## src/design/wrg_params.svh

```systemverilog
// Constants for the watchdog reload guard: offsets, fields, resets, timing.
// Assumes an includer that wants plain `define names; no logic lives here.
// What this block does
// (RULE1) 8-bit counter advanced through an 11-bit prescaler fed at clock/6.
// (RULE2) Counter overflow raises internal reset and a three machine cycle pin pulse.
// (RULE3) Strap low runs the watchdog; software has no way to stop it.
// (RULE4) Strap high keeps the watchdog disabled; it never resets the chip.
// (RULE5) Software must reload the counter before the interval runs out.
// (RULE6) Interval spans one to 256 counter steps, scaling inversely with clock.
// (RULE7) Reload is two steps: set unlock bit 4, then write the counter.
// (RULE8) Counter write while unlocked loads the value and clears the unlock bit.
// (RULE9) Counter write while locked is ignored; the counter keeps its value.
// (RULE10) Counter counts up; reload 00H gives longest, 0FFH shortest interval.
// (RULE11) Prescaler and counter keep running in idle mode.
// (RULE12) With watchdog enabled, power-down bit cannot be set and reads 0.
// (RULE13) Software sizes service intervals from worst-case execution times.
// (RULE14) Software sets the unlock bit outside a reload routine reachable in error.
// (RULE15) Chip reset, watchdog reset included, clears unlock, prescaler and counter.
`ifndef WRG_PARAMS_SVH
`define WRG_PARAMS_SVH

// Register indices; byte address is four times the index
`define WRG_IDX_POWER_CONTROL  8'h87
`define WRG_IDX_WATCHDOG_COUNT 8'hFF
`define WRG_ADDR_W             10

// Power control fields, reset values and the counter maximum
`define WRG_UNLOCK_BIT         4
`define WRG_PDOWN_BIT          1
`define WRG_POWER_CONTROL_RESET         8'h00
`define WRG_COUNT_RESET        8'h00
`define WRG_COUNT_MAX          8'hFF

// Timing counts: divider in clock cycles, prescaler length and pulse width in machine cycles
`define WRG_MC_DIV             6
`define WRG_PRESC_LEN          2048
`define WRG_PULSE_MC           3

`endif

```

## src/design/wrg_pkg.sv

```systemverilog
// Types shared by the watchdog reload guard modules.
// Assumes the bus carries 32-bit words.
package wrg_pkg;
   typedef logic [31:0] wrg_word_t;
   typedef logic [7:0]  wrg_byte_t;
   typedef enum logic [1:0] {
      WRG_SEL_NONE,
      WRG_SEL_POWER_CONTROL,
      WRG_SEL_COUNT
   } wrg_sel_t;
endpackage

```

## src/design/wrg_core_if.sv

```systemverilog
// Signals between the watchdog core, its prescaler and its reset pulse.
// Assumes all three parties sit on the same clock.
`timescale 1ns/1ps
interface wrg_core_if;
   logic run;
   logic clear;
   logic wd_tick;
   logic ovf;
   logic pulse_active;

   modport presc (input run, input clear, output wd_tick);
   modport pulse (input ovf, output pulse_active);
   modport core  (output run, output clear, output ovf, input wd_tick, input pulse_active);
endinterface

```

## src/design/wrg_prescaler.sv

```systemverilog
// Divide-by-six stage and 11-bit prescaler producing the counter step.
// Assumes run and clear come from logic on the same clock.
`timescale 1ns/1ps
`include "wrg_params.svh"
module wrg_prescaler #(
   parameter int unsigned MC_DIV    = `WRG_MC_DIV,
   parameter int unsigned PRESC_LEN = `WRG_PRESC_LEN
) (
   input wire logic core_clk,
   input wire logic rst_b,
   wrg_core_if.presc cif
);
   import wrg_pkg::*;
   localparam int MCW = $clog2(MC_DIV);
   localparam int PSW = $clog2(PRESC_LEN);
   logic [MCW-1:0] mc_cnt;
   logic [PSW-1:0] ps_cnt;
   logic [MCW-1:0] next_mc_cnt;
   logic [PSW-1:0] next_ps_cnt;
   logic           mc_end;
   logic           ps_end;

   // Step once per machine cycle; no idle input, so idle never stops it
   always_comb begin
      mc_end      = (mc_cnt == MCW'(MC_DIV - 1));
      ps_end      = (ps_cnt == PSW'(PRESC_LEN - 1));
      next_mc_cnt = mc_end ? '0 : mc_cnt + MCW'(1);           // RULE1
      next_ps_cnt = ps_cnt;
      if (cif.clear) begin
         next_mc_cnt = '0;                                     // RULE15
         next_ps_cnt = '0;
      end else if (cif.run && mc_end) begin
         next_ps_cnt = ps_end ? '0 : ps_cnt + PSW'(1);         // RULE11
      end
   end

   always_ff @(posedge core_clk) begin
      if (!rst_b) begin
         mc_cnt <= '0;
         ps_cnt <= '0;
      end else begin
         mc_cnt <= next_mc_cnt;
         ps_cnt <= next_ps_cnt;
      end
   end

   assign cif.wd_tick = cif.run && !cif.clear && mc_end && ps_end;
endmodule

```

## src/design/wrg_reload_guard.sv

```systemverilog
// Watchdog reload guard top: APB registers, counter, strap and power-down lock.
// Assumes an APB master on core_clk and the enable strap as an asynchronous pin.
`timescale 1ns/1ps
`include "wrg_params.svh"
module wrg_reload_guard #(
   parameter int unsigned PRESC_LEN = `WRG_PRESC_LEN,
   parameter int unsigned MC_DIV    = `WRG_MC_DIV
) (
   input  wire logic                  core_clk,
   input  wire logic                  rst_b,
   input  wire logic                  psel,
   input  wire logic                  penable,
   input  wire logic                  pwrite,
   input  wire logic [`WRG_ADDR_W-1:0] paddr,
   input  wire wrg_pkg::wrg_word_t    pwdata,
   output wrg_pkg::wrg_word_t         prdata,
   output logic                       pready,
   output logic                       pslverr,
   input  wire logic                  watchdog_strap_n,
   output logic                       chip_reset,
   output logic                       rst_pin_o,
   output logic                       rst_pin_oe,
   output logic                       powerdown_req,
   output logic                       watchdog_active
);
   import wrg_pkg::*;

   localparam wrg_byte_t FIELD_MASK = wrg_byte_t'((1 << `WRG_UNLOCK_BIT) |
                                                  (1 << `WRG_PDOWN_BIT));
   localparam logic [`WRG_ADDR_W-1:0] ADDR_POWER_CONTROL  = {`WRG_IDX_POWER_CONTROL, 2'b00};
   localparam logic [`WRG_ADDR_W-1:0] ADDR_COUNT = {`WRG_IDX_WATCHDOG_COUNT, 2'b00};

   wrg_core_if cif ();

   // Strap synchroniser; starts disabled until the pin has been seen
   logic strap_meta;
   logic strap_sync;
   always_ff @(posedge core_clk) begin
      if (!rst_b) begin
         strap_meta <= 1'b1;
         strap_sync <= 1'b1;
      end else begin
         strap_meta <= watchdog_strap_n;
         strap_sync <= strap_meta;
      end
   end

   logic enabled;
   assign enabled = !strap_sync;                                 // RULE3

   // Address decode
   wrg_sel_t sel;
   always_comb begin
      if (paddr == ADDR_POWER_CONTROL) begin
         sel = WRG_SEL_POWER_CONTROL;
      end else if (paddr == ADDR_COUNT) begin
         sel = WRG_SEL_COUNT;
      end else begin
         sel = WRG_SEL_NONE;
      end
   end

   // One wait state, so read data can come straight from a flip-flop
   logic ack;
   logic next_ack;
   logic access;
   logic commit;
   logic wr_power_control;
   logic wr_count;
   always_comb begin
      access   = psel && penable;
      next_ack = access && !ack;
      commit   = access && ack;
      wr_power_control  = commit && pwrite && (sel == WRG_SEL_POWER_CONTROL);
      wr_count = commit && pwrite && (sel == WRG_SEL_COUNT);
   end

   // Watchdog and power control state
   logic      unlock;
   logic      pdown;
   wrg_byte_t pc_other;
   wrg_byte_t counter;
   wrg_byte_t power_control_view;
   wrg_word_t rdata;
   logic      next_unlock;
   logic      next_pdown;
   wrg_byte_t next_pc_other;
   wrg_byte_t next_counter;
   wrg_word_t next_rdata;
   logic      ovf;
   logic      reload;

   always_comb begin
      power_control_view                  = pc_other;
      power_control_view[`WRG_UNLOCK_BIT] = unlock;
      power_control_view[`WRG_PDOWN_BIT]  = pdown;
   end

   // Next state; a running reset pulse is the chip reset and wins over all
   always_comb begin
      next_unlock   = unlock;
      next_pdown    = pdown;
      next_pc_other = pc_other;
      next_counter  = counter;
      ovf           = 1'b0;
      reload        = 1'b0;
      if (cif.pulse_active) begin
         next_unlock   = 1'b0;                                   // RULE15
         next_pdown    = 1'b0;
         next_pc_other = `WRG_POWER_CONTROL_RESET;
         next_counter  = `WRG_COUNT_RESET;
      end else begin
         if (wr_power_control) begin
            next_pc_other = pwdata[7:0] & ~FIELD_MASK;
            next_unlock   = pwdata[`WRG_UNLOCK_BIT];             // RULE7
            next_pdown    = pwdata[`WRG_PDOWN_BIT];
         end
         if (wr_count && unlock) begin                           // RULE9
            next_counter = pwdata[7:0];                          // RULE8
            next_unlock  = 1'b0;
            reload       = 1'b1;
         end else if (enabled && cif.wd_tick) begin
            // Up-counter: steps left are 256 minus the reload value
            next_counter = counter + 8'h01;                      // RULE10
            ovf          = (counter == `WRG_COUNT_MAX);          // RULE6
         end
         // Locked counter writes fall through and change nothing
         if (enabled) begin
            next_pdown = 1'b0;                                   // RULE12
         end
      end
   end

   // Read data captured in the first access cycle
   always_comb begin
      next_rdata = rdata;
      if (access && !ack && !pwrite) begin
         if (sel == WRG_SEL_POWER_CONTROL) begin
            next_rdata = {24'h000000, power_control_view};
         end else if (sel == WRG_SEL_COUNT) begin
            next_rdata = {24'h000000, counter};
         end else begin
            next_rdata = 32'h00000000;
         end
      end
   end

   always_ff @(posedge core_clk) begin
      if (!rst_b) begin
         ack      <= 1'b0;
         unlock   <= 1'b0;
         pdown    <= 1'b0;
         pc_other <= `WRG_POWER_CONTROL_RESET;
         counter  <= `WRG_COUNT_RESET;
         rdata    <= 32'h00000000;
      end else begin
         ack      <= next_ack;
         unlock   <= next_unlock;
         pdown    <= next_pdown;
         pc_other <= next_pc_other;
         counter  <= next_counter;
         rdata    <= next_rdata;
      end
   end

   // Core side of the shared interface
   assign cif.run   = enabled && !cif.pulse_active;              // RULE4
   assign cif.clear = cif.pulse_active || reload;
   assign cif.ovf   = ovf && enabled;                            // RULE2

   wrg_prescaler #(
      .MC_DIV    (MC_DIV),
      .PRESC_LEN (PRESC_LEN)
   ) wrg_prescaler_inst (
      .core_clk (core_clk),
      .rst_b    (rst_b),
      .cif      (cif.presc)
   );

   wrg_rst_pulse #(
      .PULSE_CLKS (`WRG_PULSE_MC * MC_DIV)
   ) wrg_rst_pulse_inst (
      .core_clk (core_clk),
      .rst_b    (rst_b),
      .cif      (cif.pulse)
   );

   // Outputs; the pin pulse may be swallowed by a capacitor on the board
   assign prdata          = rdata;
   assign pready          = ack;
   assign pslverr         = ack && (sel == WRG_SEL_NONE);
   assign chip_reset      = cif.pulse_active;
   assign rst_pin_o       = 1'b1;
   assign rst_pin_oe      = cif.pulse_active;
   assign powerdown_req   = pdown;
   assign watchdog_active = enabled;

   // Assertion helper: low byte of the write data
   wrg_byte_t pw_byte;
   assign pw_byte = pwdata[7:0];

   // Cycles since the last counter step; an enabled watchdog must step
   // at least every STEP_CLKS cycles between reloads, whatever software does
   localparam int unsigned STEP_CLKS = MC_DIV * PRESC_LEN;
   logic [31:0] since_tick;
   logic [31:0] next_since_tick;
   always_comb begin
      next_since_tick = since_tick + 32'h00000001;
      if (!enabled || cif.clear || cif.wd_tick) begin
         next_since_tick = 32'h00000000;
      end
   end

   always_ff @(posedge core_clk) begin
      if (!rst_b) begin
         since_tick <= 32'h00000000;
      end else begin
         since_tick <= next_since_tick;
      end
   end
endmodule

```

## src/design/wrg_rst_pulse.sv

```systemverilog
// Reset pulse stretcher: holds the chip reset for three machine cycles.
// Assumes ovf is a one-cycle request from the core on the same clock.
`timescale 1ns/1ps
`include "wrg_params.svh"
module wrg_rst_pulse #(
   parameter int unsigned PULSE_CLKS = `WRG_PULSE_MC * `WRG_MC_DIV
) (
   input wire logic core_clk,
   input wire logic rst_b,
   wrg_core_if.pulse cif
);
   import wrg_pkg::*;
   localparam int PW = $clog2(PULSE_CLKS + 1);
   logic [PW-1:0] left;
   logic [PW-1:0] next_left;
   logic          active;
   logic          next_active;

   // Exact clock count instead of machine ticks, so the width never jitters
   always_comb begin
      next_left   = left;
      next_active = active;
      if (!active && cif.ovf) begin
         next_left   = PW'(PULSE_CLKS - 1);                    // RULE2
         next_active = 1'b1;
      end else if (active) begin
         next_left   = left - PW'(1);
         next_active = (left != '0);
      end
   end

   always_ff @(posedge core_clk) begin
      if (!rst_b) begin
         left   <= '0;
         active <= 1'b0;
      end else begin
         left   <= next_left;
         active <= next_active;
      end
   end

   assign cif.pulse_active = active;

   // Assertion helper: cycles the pulse has been up, counted apart from left
   logic [PW-1:0] held;
   logic [PW-1:0] next_held;
   always_comb begin
      next_held = '0;
      if (active) begin
         next_held = held + PW'(1);
      end
   end

   always_ff @(posedge core_clk) begin
      if (!rst_b) begin
         held <= '0;
      end else begin
         held <= next_held;
      end
   end
endmodule

```

## config.mk

```make
export PLATFORM = sky130hd
export DESIGN_NAME = wrg_reload_guard
export DESIGN_NICKNAME = d
export VERILOG_FILES = /design/src/design/wrg_pkg.sv /design/src/design/wrg_core_if.sv /design/src/design/wrg_prescaler.sv /design/src/design/wrg_reload_guard.sv /design/src/design/wrg_rst_pulse.sv
export VERILOG_INCLUDE_DIRS = /design/src /design/src/design
export SDC_FILE = /design/constraint.sdc
export NUM_CORES = 1
export LEC_CHECK = 0
export BUFFER_PORTS_ARGS = -buffer_cell sky130_fd_sc_hd__buf_2
export CORE_MARGIN = 3
export CORE_UTILIZATION = 41
export DETAILED_ROUTE_END_ITERATION = 12
export GPL_TIMING_DRIVEN = 0
export PLACE_DENSITY = 0.68
export SLEW_MARGIN = 40
export SYNTH_ARGS = -nofsm -noshare
export SYNTH_HDL_FRONTEND = slang
export SYNTH_SLANG_ARGS = --single-unit
```

## constraint.sdc

```tcl
create_clock -name core_clk -period 2.2 [get_ports core_clk]
set_input_delay 0.11 -clock core_clk [delete_from_list [all_inputs] [get_ports core_clk]]
set_output_delay 0.11 -clock core_clk [all_outputs]
set_load 0.02 [all_outputs]
```

Word-level counts from Yosys, hierarchy flattened:

Cells that the tools add are included.
Widths: inputs -> output; s select.

* register bits: 71
* latch bits: 0
* bits in writable memories: 0
* memory bits (read-only): 0
* input bits: 48
* output and inout bits: 39
* logic and storage cells: 75
* memories: 0

* add/sub/neg operators: 4
* multiply operators: 0
* divide/modulo/power cells: 0
* magnitude comparators: 0
* equal/unequal tests: 7
* shift operators: 0
* muxes and demuxes: 16
* bitwise logic cells: 2
* reductions and logical operators: 33

Operators with widths (count)
* $mux 8: 4
* $eq 10x10->1 const B: 2
* $logic_and 1x1->1: 17
* $add 11x1->11 const B: 1
* $eq 11x11->1 const B: 1
* $mux 11: 1
* $mux 5: 2
* $reduce_or 3->1: 3
* $add 8x1->8 const B: 1
* $eq 8x8->1 const B: 1
* $mux 1: 7
* $reduce_or 2->1: 3
* $logic_not 1->1: 5
* $reduce_bool 5->1: 1
* $sub 5x1->5 const B: 1
* $mux 2: 2
* $reduce_bool 2->1: 2
* $add 3x1->3 const B: 1
* $eq 3x3->1 const B: 1
* $eq 2x1->1 const B: 1
* $eq 2x2->1 const B: 1
* $logic_not 2->1: 1
* $not 1->1: 2
* $logic_or 1x1->1: 1

Depth between registers and ports, before layout:

Gate-level depths: netlist of run 1.

* depth after elaboration: 20
* depth in mapped cells: 7
* gate-level depth less buffers: 7

Modules after synthesis:

From an unflattened synthesis of run 1, not the netlist that was laid out.

* cell total of the unflattened synthesis: 277
* area total of the unflattened synthesis: 2424.8 um^2

By module, submodules not included
* wrg_reload_guard: times used 1, cells an instance 171, area an instance 1446.4 um^2, seq. area each 540.5 um^2
* wrg_prescaler: times used 1, cells an instance 75, area an instance 700.7 um^2, seq. area each 280.3 um^2
* wrg_rst_pulse: times used 1, cells an instance 31, area an instance 277.8 um^2, seq. area each 120.1 um^2

Worst setup path before layout of run 1:

No wires, ideal clock.

* path kind: reg2reg
* start: register wrg_rst_pulse_inst.active, in the netlist wrg_rst_pulse_inst.cif.pulse_active
* end: register counter[4]
* library setup time: 0.070 ns
* arrival time: 1.733 ns
* required time: 2.130 ns
* slack: 0.398 ns
* stages on the path, launching flop included: 7
* buffers on the path: 1
* clock period less this slack: 1.802 ns
* cell sequence: dfxtp_1 -> buf_2 -> nand4bb_1 -> nor4_2 -> nand3_1 -> xor2_1 -> a21oi_1

* word-level cells in the longest chain between the ends: 8
* elaborated cells on any way between the ends: 11
* classes of those cells: mux: 1; reduce/logical: 10

Ends and longest elaborated chain
* start: declaration: line wrg_rst_pulse.sv:16 `logic active;`
* start signal: assignment: line wrg_rst_pulse.sv:38 `active <= next_active;`
* $mux 1: line wrg_reload_guard.sv:107 `if (cif.pulse_active) begin`
* $logic_or 1x1->1: line wrg_reload_guard.sv:168 `assign cif.clear = cif.pulse_active || reload;`
* $logic_not 1->1: line wrg_prescaler.sv:47 `assign cif.wd_tick = cif.run && !cif.clear && mc_end && ps_end;`
* $logic_and 1x1->1 (3 in a row): line wrg_prescaler.sv:47
* $logic_and 1x1->1: line wrg_reload_guard.sv:122 `end else if (enabled && cif.wd_tick) begin`
* $reduce_bool 2->1 (no source line)
* end signal: assignment: line wrg_reload_guard.sv:154 `` counter <= `WRG_COUNT_RESET; ``
* end signal: assignment: line wrg_reload_guard.sv:161 `counter <= next_counter;`
* end: declaration: line wrg_reload_guard.sv:82 `wrg_byte_t counter;`

Parallel ways exist; a longest one is shown, timed or not.
A chain may end at the register's enable or synchronous reset.

Final worst setup path of run 1:

* start: register wrg_prescaler_inst.mc_cnt[0]
* end: register counter[7]

* word-level cells in the longest chain between the ends: 5

Ends and longest elaborated chain
* start: declaration: line wrg_prescaler.sv:16 `logic [MCW-1:0] mc_cnt;`
* start signal: assignment: line wrg_prescaler.sv:42 `mc_cnt <= next_mc_cnt;`
* $eq 3x3->1: line wrg_prescaler.sv:25 `mc_end = (mc_cnt == MCW'(MC_DIV - 1));`
* $logic_and 1x1->1 (2 in a row): line wrg_prescaler.sv:47
* $logic_and 1x1->1: line wrg_reload_guard.sv:122
* $reduce_bool 2->1 (no source line)

Every way passes these cells.

==> results.yml, run 1 <==
route:
  num_vias: 1963
  dr.pass1.iters: 4
  drtIter0Drc: 90
  drt_wl_total_um: 4910
  drcViolationCount: 0
  wl_per_cell_um: 12.28
  via_per_inst: 4.908
  antenna_left: 0
global_routing:
  antenna_found_initial: 0
  grt-ovfl-total: 0
  grt_pass1_wl_um: 8010
  grt_max_degree: 14
  grt_use_total_pct: 15.73
  grt_pass1_vias: 1782
clock_network:
  clk_latency_ns: 0.30
  ctsHtreeMaxLevel: 2
  cts_tree: "built"
  clock_path_buffers: 2
  cts_setup_buffers: 0
  clk_pin_slew_ns: 0.08
  root_buffer: "clkbuf_8"
  clock-sinks: 47
  numCtsBuffers: 5
setup_path:
  cpLargestDelayFamily: "simple AND/OR/NAND/NOR gates"
  critPathMaxStageDelay_ns: 0.54
  setup.worst_path.start_class: "register"
  crit_fanout: 5
  rr_worst_depth: 6
  crit_buf_inv: 0
  cp_slowest_cell: "nor4_4"
  r2r-start: "wrg_prescaler_inst.mc_cnt[0]"
  crit_path_end_kind: "register"
  reg2reg_setup_slack_ns: 0.17
  r2r-end: "counter[7]"
  critPathKind: "register to register"
  worstPathRequired_ns: 2.43
  path_cells: "ha_1 > nand4bb_1 > nor4_4 > nand4_1 > xor2_1 > a21oi_1"
  critPathArrivalTime_ns: 2.26
sta:
  worst_pin_slew_ns: 0.6534
  post-route-period-util_pct: 92.50
  period_needed_ns: 2.035
  worst_slack_ns: 0.1651
  max_slew_margin_pct: 56.20
  fmax_mhz: 491.4
  finClkSkew_ns: 0.007927
  finalSetupViolCount: 0
  rsz0062_at_grt: "false"
  slew_viol_final: 0
  setup_tns_ns: 0
  whs_ns: 0.06368
  hold_viol: 0
floorplan:
  ios: 87
  coreArea_sq_um: 5335
  die_x_um: 81.83
  die_h_um: 81.83
  initial_utilization_pct: 44.18
  rows: 26
  dieArea_sq_um: 6695
min_path:
  whs_path_depth: 3
  hold_start: "pwdata[6]"
  holdPathEnd: "pc_other[6]"
  min_path_type: "input pin to register"
placement:
  hpwl_um: 3773
  post-place-ws_ns: 0.07994
  place.gp.congestion: 0.7942
  portBuffers: 37
  dp_cells: 391
final_layout:
  mostFrequentLayoutCells: "dfxtp_1 (47), buf_2 (38), nor2_1 (26), buf_4 (26), conb_1 (25)"
  fillers: 534
  drive_above_1_share_pct: 24.24
  layout_commonest_cell: "dfxtp_1"
  area_growth_pct: 20.28
  final_cells: 400
  antenna_cells: 0
  nets: 383
synthesis:
  synth_edf_count: 0
  syn-cell-area_sq_um: 2357
  syn_area_per_cell_sq_um: 9.032
  netlist-cell-type-count: 41
  syn_inst: 261
  ys_seq_area_share_pct: 39.92
  ys.flop_type: "dfxtp_1"
  ys_seq_elements: 47
  yosysWarnings: 0
  synthArstFlopShare_pct: 0
power_and_ir_drop:
  pwr_density_cell_nw_per_um2: 569.1
  ir_worst_vdd_uv: 299.5
  p_leak_nw: 1.238
  power_mw: 1.614
status:
  outcome: "finished, final reports clean"
job:
  maxCapViolations: 0
## registers in the layout, indices dropped and copies added, names as in the netlist
name	count
wrg_prescaler_inst.ps_cnt	11
counter	8
prdata	8
pc_other	6
wrg_rst_pulse_inst.left	5
wrg_prescaler_inst.mc_cnt	3
powerdown_req	1
pready	1
strap_meta	1
strap_sync	1
unlock	1
wrg_rst_pulse_inst.cif.pulse_active	1
## logic make-up (layout without fill, tap and decap cells)
family | count (synthesis) | in the layout | share of synthesized area (%)
buf+inv | 39 | 85 | 11.09
other cells | 2 | 25 | 0.3186
compound gates | 52 | 52 | 12.69
simple gates | 86 | 86 | 21.55
fa+ha+maj | 6 | 6 | 3.185
flops | 47 | 47 | 39.91
mux | 9 | 9 | 3.822
xor+xnor | 20 | 20 | 7.431
## how the worst max path moves through the flow
stage | slack (ns) | cells past startpoint | endpoint | from
floorplan | 0.40 | 6 | counter[4] | wrg_rst_pulse_inst.cif.pulse_active
global placement | 0.06 | 6 | wrg_prescaler_inst.ps_cnt[5] | paddr[0]
detailed placement | 0.08 | 6 | wrg_prescaler_inst.ps_cnt[5] | paddr[0]
CTS | 0.10 | 5 | wrg_rst_pulse_inst.left[3] | wrg_prescaler_inst.mc_cnt[0]
global route | 0.03 | 6 | counter[7] | wrg_prescaler_inst.mc_cnt[0]
finish | 0.17 | 6 | counter[7] | wrg_prescaler_inst.mc_cnt[0]
## final cells by class
type                            count  area, sq um  area share (%)
Clock buffer                        8        100.1           3.530
Buffer                             32        235.2           8.297
Multi-Input combinational cell    198         1250           44.09
Timing Repair Buffer               38        195.2           6.884
Sequential cell                    47        940.9           33.19
Tap cell                           70        87.58           3.089
Inverter                            7        26.28          0.9267
## layer usage
layer	up-vias	part of all wire, %	GRT usage [%]
met1	896	48	20.50
met5	-	0	0
met2	58	45	24.64
met4	0	1.2	5.648
li1	1002	-	-
met3	7	6.4	4.605
## stage by stage
| stage | instance area [sq um] | util, % |
|---|---|---|
| 3_5_place_dp | 2716 | 50.91 |
| 6_report | 2835 | 53.14 |
| 3_3_place_gp | 2716 | 50.91 |
| 5_1_grt | 2835 | 53.14 |
| 4_1_cts | 2826 | 52.98 |
| 2_1_floorplan | 2444 | - |
## worst register-to-register path, stage by stage (launching register included)
cell and delay [ns]:
dfxtp_1 0.37, ha_1 0.23, nand4bb_1 0.34, nor4_4 0.54, nand4_1 0.18, xor2_1 0.17, a21oi_1 0.14
## timing repair
action / in CTS / in global routing
endpoints found under the setup margin: 0 / 4
hold endpoints to repair: 1 / 0
hold buffers: 1 / 0
gates resized for setup: 0 / 1
## synth_stat cells (all sizes together) (2+ instances only)
library cell	instances	area (sq um)
nor3b	2	15.01
nand4	9	56.30
a21boi	3	22.52
inv	7	26.28
nor2	26	97.59
ha	6	75.07
and3	5	31.28
clkbuf	4	15.01
nand3	10	50.05
dfxtp	47	940.9
a21oi	19	95.09
nor4	2	33.78
conb	2	7.510
buf	28	220.2
mux2i	9	90.09
xor2	12	105.1
nor3	6	51.30
xnor2	8	70.07
and4	4	37.54
a22oi	8	60.06
nand2	11	41.29
nand4bb	2	22.52
nand2b	3	18.77
or4	2	18.77
o21ai	18	90.08
## where the power goes
part	switching (mW)	internal, mW	total [mW]
sequential	0.00826	0.864	0.872
combinational	0.103	0.0693	0.172
clock	0.282	0.287	0.569
total	0.393	1.22	1.61
(Power assumes the default switching activity.)
==> inputs of run 2 (changes only) <==
--- a/config.mk
+++ b/config.mk
@@ -8,11 +8,11 @@
 export LEC_CHECK = 0
 export BUFFER_PORTS_ARGS = -buffer_cell sky130_fd_sc_hd__buf_2
 export CORE_MARGIN = 3
-export CORE_UTILIZATION = 41
+export CORE_UTILIZATION = 51
+export CTS_BUF_LIST = sky130_fd_sc_hd__clkbuf_2 sky130_fd_sc_hd__clkbuf_4 sky130_fd_sc_hd__clkbuf_8
 export DETAILED_ROUTE_END_ITERATION = 12
 export GPL_TIMING_DRIVEN = 0
-export PLACE_DENSITY = 0.68
-export SLEW_MARGIN = 40
+export PLACE_DENSITY = 0.82
 export SYNTH_ARGS = -nofsm -noshare
 export SYNTH_HDL_FRONTEND = slang
 export SYNTH_SLANG_ARGS = --single-unit
==> run 2 against run 1 <==
  * First-iteration DRC count up 3.3%
  * Clock skew down 0.00094 ns
  * Via count up 1.8%
  * Critical path type unchanged
  * Critical endpoint is now wrg_rst_pulse_inst.left[3]
  * Largest cell class unchanged
==> results.yml, run 2 (synthesis results as in run 1) <==
power_and_ir_drop:
  pwr_density_cell_nw_per_um2: 580.1
  p_switching_uw: 391.4
  sw_frac_of_total_pct: 24.12
  power_frac_seq_pct: 53.7
  pwr-share-comb_pct: 10.5
  ir_worst_vdd_uv: 442.8
  clkPwrFrac_pct: 35.7
  power_mw: 1.623
  p_int_mw: 1.232
  p_leak_nw: 1.220
route:
  dr_wl_met3_um: 367
  wl_per_cell_um: 12.90
  routed.top_layer: "met4"
  drt_wl_total_um: 4915
  drcViolationCount: 0
  antenna_left: 0
  met1_length_um: 2218
  via_per_inst: 5.244
  wl_met2_um: 2218
  num_vias: 1998
  drtIter0Drc: 93
  dr.pass1.iters: 4
floorplan:
  initial_utilization_pct: 53.40
  ios: 87
  die_x_um: 73.99
  coreArea_sq_um: 4414
  rows: 24
  dieArea_sq_um: 5474
  die_h_um: 73.99
job:
  maxCapViolations: 0
sta:
  slew_viol_final: 0
  rsz0062_at_grt: "false"
  finalSetupViolCount: 0
  post-route-period-util_pct: 92.44
  whs_ns: 0.007318
  worst_pin_slew_ns: 0.6760
  worst_slack_ns: 0.1664
  hold_viol: 0
  period_needed_ns: 2.034
  finClkSkew_ns: 0.006989
  setup_tns_ns: 0
  max_slew_margin_pct: 54.68
  fmax_mhz: 491.7
setup_path:
  rr_worst_depth: 5
  path_cells: "buf_2 > nand4bb_1 > nor4_2 > nand3_1 > and3_1"
  worstPathRequired_ns: 2.40
  r2r-end: "wrg_rst_pulse_inst.left[3]"
  critPathKind: "register to register"
  crit_fanout: 10
  critPathMaxStageDelay_ns: 0.59
  critPathArrivalTime_ns: 2.23
  crit_buf_inv: 1
  setup.worst_path.start_class: "register"
  reg2reg_setup_slack_ns: 0.17
  crit_path_end_kind: "register"
  r2r-start: "wrg_rst_pulse_inst.cif.pulse_active"
  cpLargestDelayFamily: "simple AND/OR/NAND/NOR gates"
  cp_slowest_cell: "nor4_2"
clock_network:
  ctsHtreeMaxLevel: 2
  clock-sinks: 47
  cts_setup_buffers: 0
  clk_pin_slew_ns: 0.08
  clock_path_buffers: 2
  clk_latency_ns: 0.30
  root_buffer: "clkbuf_8"
  cts_tree: "built"
  cts.repair.resized: 0
  holdBufCountCts: 0
  numCtsBuffers: 5
placement:
  place.gp.congestion: 0.8094
  placed_cell_area_sq_um: 2694
  portBuffers: 37
  post-place-ws_ns: 0.1219
  hpwl_um: 3760
  dp_cells: 373
min_path:
  min_path_type: "input pin to register"
  hold_start: "watchdog_strap_n"
  holdPathEnd: "strap_meta"
  whs_path_depth: 2
final_layout:
  design_area_sq_um: 2798
  fillers: 400
  fin_util_pct: 63.38
  seq_area_sq_um: 940.9
  drive_above_1_share_pct: 24.62
  layout_commonest_cell: "dfxtp_1"
  multi_input_area_sq_um: 1241
  mostFrequentLayoutCells: "dfxtp_1 (47), buf_2 (38), nor2_1 (26), buf_4 (26), conb_1 (25)"
  antenna_cells: 0
  largest_reg_flops: 11
  top_register: "wrg_prescaler_inst.ps_cnt"
  final_cells: 381
  nets: 382
  area_growth_pct: 18.68
global_routing:
  grt-ovfl-total: 0
  grt_pass1_wl_um: 7921
  grt_pass1_vias: 1801
  grt_max_degree: 14
  grt_use_total_pct: 18.51
  antenna_found_initial: 0
status:
  outcome: "finished, final reports clean"
## run 2: changes by cell type in the layout (fill, tap and decap cells not counted)
| cell | before | now |
|---|---|---|
| clkbuf_1 | 5 | 4 |
| clkbuf_4 | 0 | 1 |
| dlygate4sd3_1 | 1 | 0 |
| nor4_2 | 0 | 1 |
| nor4_4 | 2 | 1 |
## run 2: worst register-to-register path: cells and delay by family, from the launching register on
family                 cells  cell delay [ns]
AND/OR/NAND/NOR            4             1.43
flip-flops                 1             0.33
buffers and inverters      1             0.18
## run 2: worst max path at each step
stage / from / slack (ns) / to / cells after the start
floorplan: wrg_rst_pulse_inst.cif.pulse_active / 0.40 / counter[4] / 6
global placement: paddr[0] / 0.13 / wrg_prescaler_inst.ps_cnt[4] / 6
detailed placement: paddr[0] / 0.12 / wrg_prescaler_inst.ps_cnt[4] / 6
CTS: wrg_rst_pulse_inst.cif.pulse_active / 0.18 / wrg_rst_pulse_inst.left[3] / 5
global route: wrg_prescaler_inst.mc_cnt[0] / 0.02 / wrg_rst_pulse_inst.left[3] / 5
finish: wrg_rst_pulse_inst.cif.pulse_active / 0.17 / wrg_rst_pulse_inst.left[3] / 5
## run 2: power by group through the flow
stage,combinational [mW],clock (mW),sequential [mW]
after global routing,0.187,0.625,0.874
after global placement,0.166,0,0.891
final,0.171,0.580,0.872
after floorplan,0.113,0,0.901
after detailed placement,0.169,0,0.892
after CTS,0.169,0.588,0.872
## run 2: cell type report
type | instances | area share (%)
multi-input combinational | 198 | 44.36
sequential | 47 | 33.63
buffer | 32 | 8.408
timing repair buffer | 37 | 6.619
clock buffer | 8 | 3.712
tap | 52 | 2.326
inverter | 7 | 0.9392
## run 2: metal layers
| metal | vias to the layer above | GRT usage [%] |
|---|---|---|
| met2 | 72 | 30.12 |
| met5 | - | 0 |
| met1 | 914 | 23.32 |
| li1 | 1003 | - |
| met3 | 9 | 4.730 |
| met4 | 0 | 7.847 |
==> inputs of run 3 (changes only) <==
--- a/config.mk
+++ b/config.mk
@@ -7,6 +7,7 @@
 export NUM_CORES = 1
 export LEC_CHECK = 0
 export BUFFER_PORTS_ARGS = -buffer_cell sky130_fd_sc_hd__buf_2
+export CORE_ASPECT_RATIO = 2
 export CORE_MARGIN = 3
 export CORE_UTILIZATION = 51
 export CTS_BUF_LIST = sky130_fd_sc_hd__clkbuf_2 sky130_fd_sc_hd__clkbuf_4 sky130_fd_sc_hd__clkbuf_8
==> run 3 against run 2 <==
  * Hold slack is essentially flat
  * Design area down 0.31%
  * Flip-flop and latch count stayed put
  * Clock skew is 0.0013 ns higher
  * Register-to-register slack gained 0.10 ns
  * Global-route usage rose by 1.8 points
  * Largest cell class unchanged
  * Wire length is 1.7% higher
  * Total power is 5.3% lower
  * Core utilization shrank 0.34 points
  * Setup slack improved by 0.10 ns
  * Critical path type unchanged
  * Fmax is 5.3% higher
  * Cell count up 0.52%
==> results.yml, run 3 (synthesis results as in run 1) <==
status:
  outcome: "finished, final reports clean"
clock_network:
  numCtsBuffers: 5
  cts_tree: "built"
  clock_path_buffers: 2
  root_buffer: "clkbuf_8"
  clk_pin_slew_ns: 0.09
  ctsHtreeMaxLevel: 2
  holdBufCountCts: 0
  cts_setup_buffers: 0
  clock-sinks: 47
  clk_latency_ns: 0.30
sta:
  finClkSkew_ns: 0.008285
  worst_pin_slew_ns: 0.6315
  post-route-period-util_pct: 87.77
  finalSetupViolCount: 0
  setup_tns_ns: 0
  max_slew_margin_pct: 57.67
  fmax_mhz: 517.9
  hold_viol: 0
  period_needed_ns: 1.931
  slew_viol_final: 0
  rsz0062_at_grt: "false"
floorplan:
  coreArea_sq_um: 4424
  die_x_um: 54.08
  initial_utilization_pct: 53.28
  rows: 34
  dieArea_sq_um: 5523
  ios: 87
  die_h_um: 102.1
route:
  num_vias: 1991
  wl_per_cell_um: 13.05
  drt_wl_total_um: 4998
  dr.pass1.iters: 4
  via_per_inst: 5.198
  drtIter0Drc: 48
  drcViolationCount: 0
  antenna_left: 0
job:
  maxCapViolations: 0
final_layout:
  top_register: "wrg_prescaler_inst.ps_cnt"
  drive_above_1_share_pct: 24.62
  largest_reg_flops: 11
  area_growth_pct: 18.31
  fillers: 411
  design_area_sq_um: 2789
  final_cells: 383
  mostFrequentLayoutCells: "dfxtp_1 (47), buf_2 (38), nor2_1 (26), buf_4 (26), conb_1 (25)"
  layout_commonest_cell: "dfxtp_1"
  fin_util_pct: 63.04
  antenna_cells: 0
  nets: 382
power_and_ir_drop:
  p_leak_nw: 1.230
  power_mw: 1.537
  pwr_density_cell_nw_per_um2: 551.0
  ir_worst_vdd_uv: 558.4
setup_path:
  crit_path_end_kind: "register"
  path_cells: "ha_1 > nand4_1 > nor4_4 > nand4_1 > xor2_1 > a21oi_1"
  crit_buf_inv: 0
  worstPathRequired_ns: 2.38
  cp_slowest_cell: "nor4_4"
  crit_fanout: 5
  cpLargestDelayFamily: "simple AND/OR/NAND/NOR gates"
  critPathArrivalTime_ns: 2.11
  cpMostUsedCell: "nand4_1"
  setup.worst_path.start_class: "register"
  critPathMaxStageDelay_ns: 0.50
  critPathKind: "register to register"
min_path:
  min_path_type: "input pin to register"
placement:
  dp_cells: 375
  hpwl_um: 3941
  place.gp.congestion: 0.8458
  placed_cell_area_sq_um: 2696
  portBuffers: 37
global_routing:
  antenna_found_initial: 0
  grt_use_total_pct: 20.31
  grt_pass1_vias: 1897
  grt_pass1_wl_um: 8321
  grt_max_degree: 15
  grt-ovfl-total: 0
[run 3: repair_timing]
item	4_1_cts	5_1_grt
setup endpoints to repair	0	9
resized for setup	0	1
endpoints found under the hold margin	0	0
[run 3: through the flow]
step | hold WS [ns] | setup slack (ns)
floorplan | 0.1830 | 0.3977
global placement | 0.2916 | 0.1637
detailed placement | 0.3097 | 0.06824
CTS | 0.002619 | 0.1406
global route | 0.03253 | 0.04024
finish | 0.007688 | 0.2690
[run 3: final cells by class]
| cell class | instances | area (sq um) | area share [%] |
|---|---|---|---|
| inverters | 7 | 26.28 | 0.9421 |
| repair buffers | 37 | 185.2 | 6.640 |
| well taps | 54 | 67.56 | 2.423 |
| clock buffers | 5 | 68.82 | 2.467 |
| flip-flops and latches | 47 | 940.9 | 33.74 |
| plain buffers | 32 | 235.2 | 8.434 |
| clock inverters | 3 | 15.01 | 0.5384 |
| multi-input cells | 198 | 1250 | 44.82 |
[run 3: path summary, 6_finish.rpt]
| path | startpoint | endpoint | slack (ns) | cells after the start |
|---|---|---|---|---|
| max | wrg_prescaler_inst.ps_cnt[0] | counter[7] | 0.27 | 6 |
| min | watchdog_strap_n | strap_meta | 0.008 | 2 |
| max reg2reg | wrg_prescaler_inst.ps_cnt[0] | counter[7] | 0.27 | 6 |
| min reg2reg | strap_meta | strap_sync | 0.41 | 1 |
[run 3: per-layer routing]
layer	part of all wire [%]	track usage, %	routed length, um
met2	57	38.22	2844
met4	1.7	9.597	86
met3	5.8	3.942	292
met1	35	19.91	1774
met5	0	0	0
[run 3: power by group]
group / switching [mW] / internal, mW / total [mW]
combinational: 0.102 / 0.0681 / 0.171
sequential: 0.00806 / 0.864 / 0.872
clock: 0.276 / 0.218 / 0.494
total: 0.387 / 1.15 / 1.54
